<file path="src/hdl/obx_pkg.sv">
// shared constants and types for the branch / or / secondary page execution block
// Contract
// (RULE1) software trap pushes program counter plus one onto the return stack first
// (RULE2) software trap then loads 0x001 into the program counter; takes three cycles
// (RULE3) or-immediate ors accumulator with constant, updates zero flag, one cycle
// (RULE4) or-register ors accumulator with register; destination bit picks accumulator or register
// (RULE5) store to secondary page copies accumulator to register 5..15, flags untouched
// (RULE6) load from secondary page copies register into accumulator, flags untouched
// (RULE7) long jump loads 11-bit target into program counter, two cycles
// (RULE8) long call pushes program counter plus one, loads target, two cycles
// (RULE9) a push writes the entry at the stack level, then advances the level
// (RULE10) a skip discards the fetched instruction and runs a no-operation instead
// (RULE11) zero flag set when the 8-bit result is zero, else cleared
package obx_pkg;
   localparam int OBX_PC_W = 11;
   localparam int OBX_RADDR_W = 7;
   localparam int OBX_SADDR_W = 4;
   localparam logic [10:0] OBX_TRAP_VECTOR = 11'h001;
   localparam logic [10:0] OBX_PC_RESET = 11'h000;
   localparam logic [7:0] OBX_ACC_RESET = 8'h00;
   localparam logic [3:0] OBX_SEC_LOW = 4'h5;
   localparam logic [3:0] OBX_SEC_HIGH = 4'hF;
   localparam int OBX_TRAP_CYCLES = 3;
   localparam int OBX_BRANCH_CYCLES = 2;
   localparam int OBX_STACK_DEPTH = 8;

   // decoded operation presented by the decode path
   typedef enum logic [2:0] {
      OBX_OP_NONE,
      OBX_OP_TRAP,
      OBX_OP_OR_IMM,
      OBX_OP_OR_REG,
      OBX_OP_STORE_SEC,
      OBX_OP_LOAD_SEC,
      OBX_OP_LJUMP,
      OBX_OP_LONG_CALL_OP
   } obx_op_t;

   typedef enum logic [1:0] {
      OBX_ST_EXEC,
      OBX_ST_WAIT2,
      OBX_ST_WAIT1
   } obx_state_t;

   // zero flag from an 8-bit result
   function automatic logic obx_is_zero(input logic [7:0] v);
      obx_is_zero = (v == 8'h00);
   endfunction : obx_is_zero
endpackage : obx_pkg

</file>
<file path="src/hdl/obx_exec.sv">
// execution unit for trap, or, secondary page transfer, long jump and long call
`timescale 1ns/1ps
`default_nettype none
module obx_exec
   import obx_pkg::*;
#(
   parameter int STACK_DEPTH = OBX_STACK_DEPTH
) (
   // clock and reset
   input wire logic core_clk_i,
   input wire logic resetn_i,
   // instruction from decode
   input wire logic instr_valid_i,
   input wire obx_op_t instr_op_i,
   input wire logic [7:0] instr_imm_i,
   input wire logic [10:0] instr_target_i,
   input wire logic [6:0] instr_reg_i,
   input wire logic instr_dest_i,
   input wire logic [3:0] instr_sec_i,
   input wire logic skip_i,
   // data register file
   input wire logic [7:0] reg_rdata_i,
   output logic [6:0] reg_addr_o,
   output logic reg_we_o,
   output logic [7:0] reg_wdata_o,
   // secondary page registers
   input wire logic [7:0] sec_rdata_i,
   output logic [3:0] sec_addr_o,
   output logic sec_we_o,
   output logic [7:0] sec_wdata_o,
   // core state
   output logic [10:0] pc_o,
   output logic [7:0] accumulator_o,
   output logic zero_o,
   output logic [$clog2(STACK_DEPTH)-1:0] stack_level_o,
   output logic [10:0] stack_top_o,
   output logic busy_o
);
   // width of the stack level; the level wraps after STACK_DEPTH pushes
   // STACK_DEPTH must be a power of two for that wrap to match the depth
   localparam int LW = $clog2(STACK_DEPTH);

   // unit state except the stack entries in one word: control, core registers and pending write-backs
   typedef struct packed {
      obx_state_t st;
      logic [10:0] pc;
      logic [10:0] target;
      logic [7:0] acc;
      logic zero;
      logic [LW-1:0] lvl;
      logic stk_used; // set by the first push, keeps the top valid after a wrap
      logic [6:0] raddr;
      logic rwe;
      logic [7:0] rdata;
      logic [3:0] saddr;
      logic swe;
      logic [7:0] sdata;
   } obx_regs_t;

   // registered state and its next value
   obx_regs_t s_q, s_d;

   // return stack entries; only written, never cleared by reset
   logic [10:0] stack_q [STACK_DEPTH];

   // push strobe and the return address that goes with it
   logic push;
   logic [10:0] push_addr;

   // shared result of both or forms, feeds the zero flag as well
   logic [7:0] or_res;

   // combined next-state for one instruction step
   // an instruction is taken only in the execute state; during the wait states
   // of trap, long jump and long call the decode inputs are ignored, skip too.
   // the register file and the secondary page each share one address port
   // between the read of the next instruction and the write-back of the
   // previous one, so the instruction after a write-back must not read that
   // file: one address port per file was traded for this ordering limit.
   // the decode path is expected to keep that slot free
   always_comb begin
      // hold everything by default; write strobes are single-cycle pulses
      s_d = s_q;
      s_d.rwe = 1'b0;
      s_d.swe = 1'b0;
      push = 1'b0;
      push_addr = s_q.pc + 11'h001;
      or_res = 8'h00;
      // three-state sequencer: execute, then up to two wait cycles
      unique case (s_q.st)
         OBX_ST_EXEC: begin
            if (skip_i) begin
               // (RULE10) fetched word dropped
               // it runs as a no-operation: no data, flag or stack change
               s_d.pc = s_q.pc + 11'h001;
            end else if (instr_valid_i) begin
               // every code of the opcode is a legal operation, hence no default
               unique case (instr_op_i)
                  OBX_OP_TRAP: begin
                     // (RULE1) push return address
                     push = 1'b1;
                     // (RULE2) vector after two waits
                     // the vector sits in target so all branches share one load path
                     s_d.target = OBX_TRAP_VECTOR;
                     s_d.st = OBX_ST_WAIT2;
                  end
                  OBX_OP_OR_IMM: begin
                     // (RULE3) or with constant
                     or_res = s_q.acc | instr_imm_i;
                     s_d.acc = or_res;
                     // (RULE11) zero from result
                     s_d.zero = obx_is_zero(or_res);
                     s_d.pc = s_q.pc + 11'h001;
                  end
                  OBX_OP_OR_REG: begin
                     // (RULE4) or with register
                     or_res = s_q.acc | reg_rdata_i;
                     // register result is written one cycle later, accumulator kept
                     if (instr_dest_i) begin
                        s_d.rwe = 1'b1;
                        s_d.raddr = instr_reg_i;
                        s_d.rdata = or_res;
                     end else begin
                        s_d.acc = or_res;
                     end
                     // (RULE11) zero from result
                     s_d.zero = obx_is_zero(or_res);
                     s_d.pc = s_q.pc + 11'h001;
                  end
                  OBX_OP_STORE_SEC: begin
                     // (RULE5) out-of-range select is ignored
                     if (instr_sec_i >= OBX_SEC_LOW && instr_sec_i <= OBX_SEC_HIGH) begin
                        s_d.swe = 1'b1;
                        s_d.saddr = instr_sec_i;
                        s_d.sdata = s_q.acc;
                     end
                     s_d.pc = s_q.pc + 11'h001;
                  end
                  OBX_OP_LOAD_SEC: begin
                     // (RULE6) copy into accumulator
                     // zero flag is left alone on purpose
                     s_d.acc = sec_rdata_i;
                     s_d.pc = s_q.pc + 11'h001;
                  end
                  OBX_OP_LJUMP: begin
                     // (RULE7) jump after one wait
                     // target captured now; decode inputs may change during the wait
                     s_d.target = instr_target_i;
                     s_d.st = OBX_ST_WAIT1;
                  end
                  OBX_OP_LONG_CALL_OP: begin
                     // (RULE8) push then jump
                     // return address is pc plus one, pushed in the taking cycle
                     push = 1'b1;
                     s_d.target = instr_target_i;
                     s_d.st = OBX_ST_WAIT1;
                  end
                  // plain no-operation still walks on
                  OBX_OP_NONE: s_d.pc = s_q.pc + 11'h001;
               endcase
            end
         end
         // (RULE2) extra cycle only the trap spends
         OBX_ST_WAIT2: s_d.st = OBX_ST_WAIT1;
         // last cycle of trap, jump and call: the new address lands here
         OBX_ST_WAIT1: begin
            s_d.pc = s_q.target;
            s_d.st = OBX_ST_EXEC;
         end
         // unused state code falls back to execute
         default: s_d.st = OBX_ST_EXEC;
      endcase
      // (RULE9) level advances after write
      if (push) begin
         s_d.lvl = s_q.lvl + LW'(1);
         s_d.stk_used = 1'b1;
      end
   end

   // state register; stack wraps at its depth, as the small core does
   // the reset branch loads constants only; the release is taken as synchronous
   always_ff @(posedge core_clk_i or negedge resetn_i) begin
      if (!resetn_i) begin
         s_q <= '{st: OBX_ST_EXEC, pc: OBX_PC_RESET, target: OBX_PC_RESET,
                  acc: OBX_ACC_RESET, default: '0};
      end else begin
         s_q <= s_d;
      end
   end

   // (RULE9) entry at current level
   // no reset here: an unwritten entry is never shown, the used bit guards the top
   always_ff @(posedge core_clk_i) begin
      if (push) begin
         stack_q[s_q.lvl] <= push_addr;
      end
   end

   // register file read address is combinational so reads land same cycle;
   // during a write-back cycle the port carries the write address instead
   assign reg_addr_o = s_q.rwe ? s_q.raddr : instr_reg_i;
   assign reg_we_o = s_q.rwe;
   assign reg_wdata_o = s_q.rdata;

   // secondary page port, same sharing of the address as above
   assign sec_addr_o = s_q.swe ? s_q.saddr : instr_sec_i;
   assign sec_we_o = s_q.swe;
   assign sec_wdata_o = s_q.sdata;

   // core registers straight from the state word
   assign pc_o = s_q.pc;
   assign accumulator_o = s_q.acc;
   assign zero_o = s_q.zero;

   // (RULE9) stack view; the top stays valid after the level wraps to zero,
   // which is why a used bit is kept instead of testing the level
   assign stack_level_o = s_q.lvl;
   assign stack_top_o = s_q.stk_used ? stack_q[s_q.lvl - LW'(1)] : OBX_PC_RESET;

   // handshake output: high through the wait states of trap, jump and call
   assign busy_o = (s_q.st != OBX_ST_EXEC);
endmodule : obx_exec
`default_nettype wire

</file>
<file path="config.mk">
export PLATFORM = sky130hd
export DESIGN_NAME = obx_exec
export DESIGN_NICKNAME = d
export VERILOG_FILES = /design/src/hdl/obx_pkg.sv /design/src/hdl/obx_exec.sv
export SDC_FILE = /design/constraint.sdc
export NUM_CORES = 1
export LEC_CHECK = 0
export ABC_AREA = 0
export BUFFER_PORTS_ARGS = -buffer_cell sky130_fd_sc_hd__buf_2
export CAP_MARGIN = 20
export CORE_MARGIN = 4
export CORE_UTILIZATION = 51
export DETAILED_ROUTE_END_ITERATION = 8
export GPL_ROUTABILITY_DRIVEN = 0
export PLACE_DENSITY = 0.76
export SLEW_MARGIN = 20
export SYNTH_ARGS = -nofsm -noshare
export SYNTH_HDL_FRONTEND = slang
export SYNTH_SLANG_ARGS = --single-unit
</file>
<file path="constraint.sdc">
create_clock -name core_clk_i -period 3 [get_ports core_clk_i]
set_clock_uncertainty 0.2 [all_clocks]
set_input_delay 0 -clock core_clk_i [delete_from_list [all_inputs] [get_ports core_clk_i]]
set_output_delay 0 -clock core_clk_i [all_outputs]
set_load 0.02 [all_outputs]
</file>
-- Word-level counts from Yosys, hierarchy flattened
Memories as Yosys holds them, arrays and structs flattened.
Cells that the tools add are included.
- register bits: 66
- memory bits (writable): 88
- input port bits: 54
- word-level logic and storage cells: 84
- memories: 1
- $add $sub $neg: 3
- magnitude comparators: 2
- eq/ne operators: 15
- muxes and demuxes: 27
- bitwise gates (word level): 3
- reduce and logical (&&, ||, !) cells: 20
- memories (memory ; words ; bits a word ; rd ports ; clocked after memory_dff ; wr ports ; line ; text):
    stack_q ; 8 ; 11 ; 1 ; 0 ; 1 ; obx_exec.sv:64 ; logic [10:0] stack_q [STACK_DEPTH];
- operators with widths (kind ; count):
    $mux 22 ; 3
    $pmux 11 s2 ; 2
    $mux 11 ; 3
    $mux 33 ; 1
    $mux 13 ; 2
    $pmux 8 s3 ; 1
    $mux 9 ; 2
    $logic_not 8->1 ; 2
    $or 8x8->8 ; 2
    $reduce_and 5->1 ; 3
    $eq 3x3->1 const B ; 4
    $add 11x1->11 const B ; 1
    $mux 8 ; 1
    $pmux 2 s2 ; 2
    $reduce_and 4->1 ; 2
    $reduce_bool 2->1 ; 4
    $mux 7 ; 1
    $eq 3x2->1 const B ; 2
    $mux 1 ; 6
    $ne 2x2->1 const B ; 3
    $ne 3x3->1 const B ; 2
    $reduce_and 3->1 ; 2
    $reduce_or 5->1 ; 1
    $ge 4x3->1 const B ; 1
    16 further kinds ; 17

-- Depth between registers and ports, before layout
Gate-level depths: netlist (run 1).
- depth in word-level cells: 8
- gate-level depth with buffers: 8
- mapped depth without buffers: 5

-- Worst setup path after synthesis (run 1)
No wires, ideal clock.
- kind: register to register
- start: reg s_q[64] (netlist bit)
- end: mem stack_q[0][0], enable pin
- data arrival time: 2.258 ns
- data required time: 2.407 ns
- slack: 0.149 ns
- cell stages (with the launch flop): 5
- path buffers: 0
- clock period less this slack: 2.851 ns
- path through: dfrtp_1 > nor4b_1 > and4_1 > nand2_1 > nor3_1
- longest elaborated chain between the ends: 4
- ends and longest elaborated chain (what ; line ; text):
    start: declaration ; obx_exec.sv:61 ; obx_regs_t s_q, s_d;
    start signal: assignment ; obx_exec.sv:184 ; s_q <= '{st: OBX_ST_EXEC, pc: OBX_PC_RESET, target: OBX_PC_RESET,
    $logic_not 2->1 ; obx_exec.sv:90 ; unique case (s_q.st)
    $mux 1 ; obx_exec.sv:90 ;
    $mux 1 ; obx_exec.sv:194 ; if (push) begin
    $mux 1 (implied by the code) ; obx_exec.sv:195 ; stack_q[s_q.lvl] <= push_addr;
    end: declaration ; obx_exec.sv:64 ;
No other way between the ends.

-- Final worst setup path (run 1)
- start: reg s_q[64] (netlist bit)
- end: reg s_q, in the netlist accumulator_o[2]
- longest elaborated chain between the ends: 2
- ends and longest elaborated chain (what ; line):
    $logic_not 2->1 ; obx_exec.sv:90
    $reduce_and 5->1 (no line) ; --
No other way between the ends.
A chain may end at the register's enable or synchronous reset.

==> impl_metrics.toml, run 1 <==
[placement]
post-dp-hpwl_um = 10800
dpl_worst_slack_ps = 470
postPlaceCellArea_um2 = 7550
port_buffers = 117

[critical_path]
critical_path_arrival_ps = 2980
crit_required_ps = 3160
cp_max_fo = 11
cp-startpoint = "s_q[64]$_DFFE_PN0P_"
endpoint_kind = "flip-flop"
r2r-start = "s_q[64]$_DFFE_PN0P_"
start_kind = "flip-flop"
crit_type = "flip-flop to flip-flop"

[power_and_ir_drop]
power_frac_seq_pct = 40.0
irDropWorstVdd_mv = 0.513
switchingPower_w = 0.00232
p_per_area_nw_per_um2 = 800
power.share.combinational_pct = 30.2
p_int_w = 0.00465
p_sw_share_pct = 33.3
clkPwrFrac_pct = 29.8
leakagePower_nw = 3.64

[logic_synthesis]
synth_area_leader_cell = "edfxtp_1"
synth-simple-area-share_pct = 8.15
synthXorXnorAreaFrac_pct = 1.50
synth_edf_count = 88
synth_fa_ha_area_share_pct = 0.537
synth_top_area_share_pct = 37.8
ys_warn_count = 0
ys_seq_area_share_pct = 61.4
synth_top_family_by_area = "multiplexers"
synth_area_leaders = "edfxtp_1, dfrtp_1, mux4_2"
netlist_instances = 513
synth_area_per_cell_um2 = 13.6
synthFlopType = "edfxtp_1"
synth_mux_area_share_pct = 12.1
synth.distinct_cells = 54
yosysMostFrequentCell = "edfxtp_1"
synthArstFlopShare_pct = 42.9
synth_area_um2 = 6990
synth.net_count = 570
ys_seq_elements = 154
synthTopCellsByCount = "edfxtp_1, dfrtp_1, nand2_1"
synth-compound-area-share_pct = 9.90

[status]
status = "completed"

[drt]
first_pass_iters = 5
vias_per_cell = 5.70
drc = 0
first_iter_violations = 528
routedWlPerCell_um = 19.2
ant_nets = 0
num_vias = 4870
finalWirelength_um = 16400

[global_route]
grt_max_degree = 25
grt_pass1_vias = 5204
grt.overflow.total = 0
antenna_found_initial = 0
grt_pass1_wl_um = 27400
grt_usage_pct = 21.8

[worst_hold_path]
hold_class = "input pin to flip-flop"
hold_path.startpoint = "instr_dest_i"

[sta]
slew_headroom_pct = 46.0
rsz0062_at_grt = "no"
setup_tns_ps = 0
finalMaxSlewViolations = 0
fmax_ghz = 0.355
setup_slack_ps = 180
setup_viol = 0
finalHoldViolations = 0
tightestPinTransition_ps = 804
finalCriticalPeriod_ps = 2820
fin_crit_sh_pct = 94.0

[floorplanning]
num_rows = 42
die_x_um = 125
dieArea_um2 = 15600
core_um2 = 13300
start_util_pct = 52.4
ios = 118
die_h_um = 125

[clock_network]
numCtsBuffers = 17
cts_sinks = 154
cts.clk_slew.worst_paths_ps = 60
cts_buffer_depth = 2
clockRootBuffer = "clkbuf_16"
cts_tree = "done"
cts_setup_buffers = 0
clock_latency_ps = 420
cts_htree_levels = 4

[final_layout]
drive_gt1_share_pct = 32.6
final_area_um2 = 8720
n_antenna_cell = 0
fin_nets = 723
fillers = 936
synthToLayoutAreaGrowth_pct = 24.7

[flow_run]
maxCapViolations = 0
-- area by class of cell --
cell class	instances	area [um2]	area share, %
Timing Repair Buffer	195	1310	15.1
Inverter	16	60.1	0.689
Multi-Input combinational cell	282	2250	25.8
Tap cell	176	220	2.53
Clock buffer	19	433	4.97
Sequential cell	154	4290	49.3
Clock inverter	12	144	1.65
-- critical path, stage by stage (launching register included) --
cell and delay, ps:
dfrtp_1 440, or4b_1 720, a2111oi_0 620, o22a_1 230, dlygate4sd3_1 540
-- registers in the layout (all words and copies together) (netlist names) --
name / flops
stack_q: 88
s_q: 25
pc_o: 11
accumulator_o: 8
reg_wdata_o: 8
sec_wdata_o: 8
stack_level_o: 3
reg_we_o: 1
sec_we_o: 1
zero_o: 1
-- routing by layer --
metal | global-route usage, % | part of all wire [%]
met5 | 0 | 0
met4 | 8.10 | 2.5
met3 | 5.67 | 6.9
met2 | 37.0 | 50
met1 | 27.2 | 40
-- power by group through the flow --
stage / Sequential (W) / Combinational [W] / Clock, W
final: 0.00279 / 0.00211 / 0.00208
after floorplan: 0.00273 / 0.00155 / 0
after CTS: 0.00278 / 0.00211 / 0.00210
after global placement: 0.00280 / 0.00196 / 0
after detailed placement: 0.00282 / 0.00201 / 0
after global routing: 0.00282 / 0.00229 / 0.00221
-- kinds of logic (layout without fill, tap and decap cells) --
| kind of cell | Yosys count | after routing |
|---|---|---|
| AND/OR/NAND/NOR | 122 | 122 |
| buffers and inverters | 77 | 242 |
| adder cells (fa/ha/maj) | 3 | 3 |
| AO/OA/AOI/OAI | 93 | 93 |
| flip-flops | 154 | 154 |
| multiplexers | 52 | 52 |
| XOR/XNOR | 12 | 12 |
-- cells in the final DEF, fill, tap and decap left out, types with 6 or more instances in the layout --
| master | synthesis | final |
|---|---|---|
| a2111oi_0 | 6 | 6 |
| a21boi_0 | 11 | 11 |
| a22o_1 | 18 | 18 |
| buf_2 | 6 | 118 |
| buf_4 | 38 | 19 |
| clkbuf_16 | 0 | 17 |
| dfrtp_1 | 66 | 66 |
| dlygate4sd3_1 | 0 | 58 |
| edfxtp_1 | 88 | 88 |
| inv_1 | 16 | 16 |
| mux2_2 | 27 | 27 |
| mux4_2 | 22 | 22 |
| nand2_1 | 50 | 50 |
| nor2_1 | 31 | 31 |
| nor3_1 | 6 | 6 |
| nor4_1 | 7 | 7 |
| o21ai_0 | 16 | 15 |
| o22a_1 | 6 | 6 |
| o22ai_1 | 9 | 9 |
| xor2_1 | 7 | 7 |
-- stage by stage --
step,cells,total power (W),hold slack [ps],util [%]
final,854,0.00697,11.5,65.3
after global routing,854,0.00732,66.2,65.3
after global placement,764,0.00476,-213,56.6
after detailed placement,764,0.00483,-203,56.6
after floorplan,513,0.00428,-496,-
after CTS,854,0.00700,0.0130,65.3
-- what timing repair did --
action / CTS / global route
endpoints found under the setup margin: 0 / 0
endpoints found under the hold margin: 110 / 0
hold buffers: 59 / 0
resized for setup: 0 / 0
-- worst paths after layout --
| kind | end | slack, ps | cells after the start |
|---|---|---|---|
| worst max-delay path | accumulator_o[2]$_DFFE_PN0P_ | 180 | 4 |
| worst min-delay path | reg_we_o$_DFF_PN0_ | 10 | 5 |
| worst max register to register | accumulator_o[2]$_DFFE_PN0P_ | 180 | 4 |
| worst min register to register | reg_wdata_o[3]$_DFFE_PN0P_ | 290 | 2 |
| max in group asynchronous | s_q[28]$_DFFE_PN0P_ | 1690 | 4 |
| min in group asynchronous | s_q[42]$_DFFE_PN0P_ | 500 | 4 |
No activity file was read; power rests on OpenSTA's default activity.
==> inputs of run 2 (changes only) <==
==> constraint.sdc (replaced) <==
create_clock -name core_clk_i -period 3 [get_ports core_clk_i]
set_clock_uncertainty 0.2 [all_clocks]
set_input_delay 0 -clock core_clk_i [delete_from_list [all_inputs] [get_ports core_clk_i]]
set_output_delay 0 -clock core_clk_i [all_outputs]
set_load 0.05 [all_outputs]
==> run 2 against run 1 <==
Compared with the run above: sequential share of layout area about the same; cell count is 0.12% lower; via count increased by 0.80%; sequential power about the same; first-iteration DRC count down 21%; maximum frequency down 0.14%.
==> impl_metrics.toml, run 2 (synthesis results as in run 1) <==
[critical_path]
crit_type = "flip-flop to flip-flop"
endpoint_kind = "flip-flop"
reg2reg_depth = 5
critical_path_arrival_ps = 2980
r2r-start = "s_q[64]$_DFFE_PN0P_"
r2r_end = "accumulator_o[6]$_DFFE_PN0P_"
cp_max_fo = 10
rrSetupSlack_ps = 180
start_kind = "flip-flop"
crit_required_ps = 3160

[power_and_ir_drop]
p_int_w = 0.00453
leakagePower_nw = 3.62
power.share.combinational_pct = 37.8
irDropWorstVdd_mv = 0.463
clkPwrFrac_pct = 25.7
p_sw_share_pct = 40.8
power_frac_seq_pct = 36.5
p_per_area_nw_per_um2 = 876
switchingPower_w = 0.00312

[floorplanning]
dieArea_um2 = 15600
ios = 118
die_x_um = 125
start_util_pct = 52.4
num_rows = 42
core_um2 = 13300
die_h_um = 125

[drt]
first_iter_violations = 419
num_vias = 4909
first_pass_iters = 5
finalWirelength_um = 16800
vias_per_cell = 5.75
routedWlPerCell_um = 19.7
ant_nets = 0
drc = 0

[placement]
post-dp-hpwl_um = 10700
placed_cells = 763
port_buffers = 117

[clock_network]
cts_buffer_depth = 2
cts_htree_levels = 4
clock_latency_ps = 420
cts_tree = "done"
numCtsBuffers = 17
cts.clk_slew.worst_paths_ps = 60
cts_sinks = 154
clockRootBuffer = "clkbuf_16"

[global_route]
grt.overflow.total = 0
grt_max_degree = 39
antenna_found_initial = 0
grt_pass1_wl_um = 27600
grt_pass1_vias = 5231
grt_usage_pct = 22.3

[worst_hold_path]
hold_class = "input pin to async pin"

[final_layout]
n_antenna_cell = 0
layout_common_cells = "buf_2, edfxtp_1, dfrtp_1, dlygate4sd3_1, nand2_1"
mostFrequentLayoutCell = "buf_2"
largest_register_ffs = 88
fin_nets = 721
largest_register = "stack_q"
drive_gt1_share_pct = 34.6
synthToLayoutAreaGrowth_pct = 24.8
finalNonFillerCells = 853
final_util_pct = 65.4

[sta]
setup_viol = 0
hold_ws_ps = 12.0
rsz0062_at_grt = "no"
finalCriticalPeriod_ps = 2820
finalMaxSlewViolations = 0
slew_headroom_pct = 43.4
fin_crit_sh_pct = 94.1
fmax_ghz = 0.354
tightestPinTransition_ps = 842
setup_tns_ps = 0
finalHoldViolations = 0

[status]
status = "completed"

[flow_run]
maxCapViolations = 0
==> run 2: cell types whose count changed in the layout (fill, tap and decap cells not counted), sizes merged <==
cell	delta
clkbuf	-2
inv	+2
clkinv	+1
buf	-2
clkinvlp	+2
bufinv	-2
==> run 2: metrics by stage <==
stage / area [um2] / setup WS [ps] / power (W)
after floorplan: 7030 / 149 / 0.00509
after global placement: 7580 / 465 / 0.00555
after detailed placement: 7580 / 395 / 0.00561
after CTS: 8720 / 49.6 / 0.00765
after global routing: 8720 / 72.6 / 0.00797
final: 8720 / 176 / 0.00764
==> run 2: repair_timing <==
| action | CTS | global route |
|---|---|---|
| hold buffers | 59 | 0 |
| resized for setup | 0 | 3 |
| endpoints found under the hold margin | 83 | 0 |
| buffers inserted | 0 | 0 |
| endpoints found under the setup margin | 0 | 2 |
==> run 2: worst max-delay path by stage <==
stage,cells past startpoint,slack (ps),endpoint,start
after floorplan,4,150,stack_q[0][0]$_DFFE_PP_,s_q[64]$_DFFE_PN0P_
after global routing,5,70,accumulator_o[5]$_DFFE_PN0P_,s_q[64]$_DFFE_PN0P_
after global placement,3,460,s_q[25]$_DFFE_PN0P_,s_q[64]$_DFFE_PN0P_
after CTS,7,50,zero_o$_DFFE_PN0P_,accumulator_o[7]$_DFFE_PN0P_
after detailed placement,3,400,s_q[25]$_DFFE_PN0P_,s_q[64]$_DFFE_PN0P_
final,5,180,accumulator_o[6]$_DFFE_PN0P_,s_q[64]$_DFFE_PN0P_
==> run 2: power groups by stage <==
stage	Combinational (W)	Clock [W]	Sequential, W
after global placement	0.00274	0	0.00280
after floorplan	0.00235	0	0.00273
after detailed placement	0.00279	0	0.00282
final	0.00289	0.00196	0.00279
after CTS	0.00288	0.00198	0.00278
after global routing	0.00307	0.00208	0.00282
==> run 2: area by class of cell <==
cell class                      instances  area (um2)
Multi-Input combinational cell        282        2310
Clock buffer                           17         425
Inverter                               16        60.1
Clock inverter                         15         115
Fill cell                             911        4620
Timing Repair Buffer                  193        1300
Sequential cell                       154        4300
Tap cell                              176         220
==> run 2: metal layers <==
| metal | global-route usage, % | vias up | wire, um |
|---|---|---|---|
| li1 | - | 2208 | - |
| met1 | 28.3 | 2390 | 6840 |
| met2 | 36.8 | 248 | 8380 |
| met3 | 5.50 | 63 | 1060 |
| met4 | 9.38 | 0 | 561 |
| met5 | 0 | - | 0 |
==> run 2: critical path, stage by stage, from the launching register on <==
cell and delay, ps:
dfrtp_1 450, or4b_1 540, buf_4 190, a2111oi_0 600
o22a_1 220, dlygate4sd3_1 550
==> inputs of run 3 (changes only) <==
--- a/config.mk
+++ b/config.mk
@@ -9,10 +9,10 @@
 export BUFFER_PORTS_ARGS = -buffer_cell sky130_fd_sc_hd__buf_2
 export CAP_MARGIN = 20
 export CORE_MARGIN = 4
-export CORE_UTILIZATION = 51
+export CORE_UTILIZATION = 56
 export DETAILED_ROUTE_END_ITERATION = 8
 export GPL_ROUTABILITY_DRIVEN = 0
-export PLACE_DENSITY = 0.76
+export PLACE_DENSITY = 0.8
 export SLEW_MARGIN = 20
 export SYNTH_ARGS = -nofsm -noshare
 export SYNTH_HDL_FRONTEND = slang
==> constraint.sdc (replaced) <==
create_clock -name core_clk_i -period 2.8 [get_ports core_clk_i]
set_clock_uncertainty 0.2 [all_clocks]
set_input_delay 0 -clock core_clk_i [delete_from_list [all_inputs] [get_ports core_clk_i]]
set_output_delay 0 -clock core_clk_i [all_outputs]
set_load 0.05 [all_outputs]
==> run 3 against run 2 <==
Compared with the run above: setup slack worse by 160 ps; critical path type unchanged; clock power up 24%; critical path depth unchanged; clock-buffer cell count up 2; sequential power up 7.9%; via count up 6.3%; maximum frequency up 1.6%; combinational power up 9.3%; highest routed layer unchanged.
==> impl_metrics.toml, run 3 (synthesis results as in run 1) <==
[status]
status = "completed"

[critical_path]
endpoint_kind = "flip-flop"
crit_required_ps = 2950
cp_max_fo = 9
critical_path_arrival_ps = 2930
max_stage_delay_ps = 610
rrSetupSlack_ps = 20
cp_cell_sequence = "or4b_1 -> buf_4 -> a2111oi_1 -> o22a_1 -> dlygate4sd3_1"
start_kind = "flip-flop"
slowest_stage = "or4b_1"
crit_type = "flip-flop to flip-flop"

[sta]
slew_headroom_pct = 38.7
finalHoldViolations = 0
hold_ws_ps = 106
setup_viol = 0
finalCriticalPeriod_ps = 2780
rsz0062_at_grt = "yes"
fmax_ghz = 0.360
setup_tns_ps = 0
fin_crit_sh_pct = 99.3
setup_slack_ps = 19.7
tightestPinTransition_ps = 916
finalMaxSlewViolations = 0

[final_layout]
final_area_um2 = 8840
largest_register = "stack_q"
finalNonFillerCells = 850
fin_nets = 726
n_antenna_cell = 0
largest_register_ffs = 88
fillers = 732
layout_common_cells = "buf_2, edfxtp_1, dfrtp_1, dlygate4sd3_1, nand2_1"
regArea_um2 = 4290
drive_gt1_share_pct = 34.8
mostFrequentLayoutCell = "buf_2"
multiInputGateArea_um2 = 2310
synthToLayoutAreaGrowth_pct = 26.5

[drt]
drc = 0
first_iter_violations = 444
num_vias = 5216
finalWirelength_um = 18700
vias_per_cell = 6.14
ant_nets = 0
routedWlPerCell_um = 22.0
first_pass_iters = 6

[global_route]
grt_usage_pct = 26.5
grt_max_degree = 35
grt_pass1_wl_um = 29400
antenna_found_initial = 0
grt.overflow.total = 0
grt_pass1_vias = 5369

[clock_network]
clockRootBuffer = "clkbuf_16"
cts_sinks = 154
cts.clk_slew.worst_paths_ps = 60
numCtsBuffers = 17
cts_htree_levels = 4
cts_setup_buffers = 0
clock_latency_ps = 420
cts_tree = "done"
cts_buffer_depth = 2

[power_and_ir_drop]
irDropWorstVdd_mv = 0.721
leakagePower_nw = 3.69
p_per_area_nw_per_um2 = 973

[placement]
postPlaceCellArea_um2 = 7610
dpl_worst_slack_ps = 393
post-dp-hpwl_um = 10900
placed_cells = 758
port_buffers = 117

[flow_run]
maxCapViolations = 0

[floorplanning]
ios = 118
die_x_um = 120
core_um2 = 12100
die_h_um = 120
num_rows = 40
start_util_pct = 57.7
dieArea_um2 = 14300

[worst_hold_path]
hold_class = "input pin to flip-flop"
run 3: cell types whose count changed in the layout (fill, tap and decap cells not counted), sizes merged:
cell and change:
clkbuf +2, dlygate4sd3 +2, buf +3, bufinv +4, clkinvlp -2, clkinv -4
run 3: power breakdown:
| group | switching (W) | internal (W) |
|---|---|---|
| Combinational | 0.00219 | 0.000973 |
| Clock | 0.000933 | 0.00150 |
| Sequential | 0.000259 | 0.00275 |
| Total | 0.00338 | 0.00523 |
run 3: stage by stage:
step	total power, W	util (%)
after floorplan	0.00546	-
after global placement	0.00596	62.8
after detailed placement	0.00604	62.8
after CTS	0.00857	72.9
after global routing	0.00894	73.0
final	0.00861	73.0
run 3: routing by layer:
metal / GRT usage (%) / wire length [um]
met1: 32.5 / 6850
met3: 6.55 / 1510
met2: 45.2 / 9560
met4: 11.0 / 765
met5: 0 / 0
run 3: layout make-up:
class,count,area share (%)
Inverter,16,0.679
Tap cell,168,2.38
Multi-Input combinational cell,282,26.2
Sequential cell,154,48.6
Timing Repair Buffer,198,15.2
Clock inverter,13,2.14
Clock buffer,19,4.90
run 3: path summary, 6_finish.rpt:
| path | startpoint | endpoint | cells past startpoint |
|---|---|---|---|
| worst max-delay path | s_q[64]$_DFFE_PN0P_ | accumulator_o[0]$_DFFE_PN0P_ | 5 |
| worst min-delay path | instr_op_i[1] | zero_o$_DFFE_PN0P_ | 4 |
| worst max register to register | s_q[64]$_DFFE_PN0P_ | accumulator_o[0]$_DFFE_PN0P_ | 5 |
| worst min register to register | reg_wdata_o[6]$_DFFE_PN0P_ | reg_wdata_o[6]$_DFFE_PN0P_ | 2 |
| max in group asynchronous | resetn_i | reg_wdata_o[4]$_DFFE_PN0P_ | 4 |
| min in group asynchronous | resetn_i | sec_wdata_o[4]$_DFFE_PN0P_ | 4 |
run 3: what timing repair did:
| action | 4_1_cts | 5_1_grt |
|---|---|---|
| setup endpoints to repair | 0 | 5 |
| gates resized for setup | 0 | 5 |
| endpoints found under the hold margin | 111 | 0 |
| hold buffers | 60 | 0 |
run 3: critical path, delay by kind of cell (launching register included):
family / cells / cell delay, ps
buffers and inverters: 2 / 800
AO/OA/AOI/OAI: 2 / 640
AND/OR/NAND/NOR: 1 / 610
flip-flops: 1 / 460
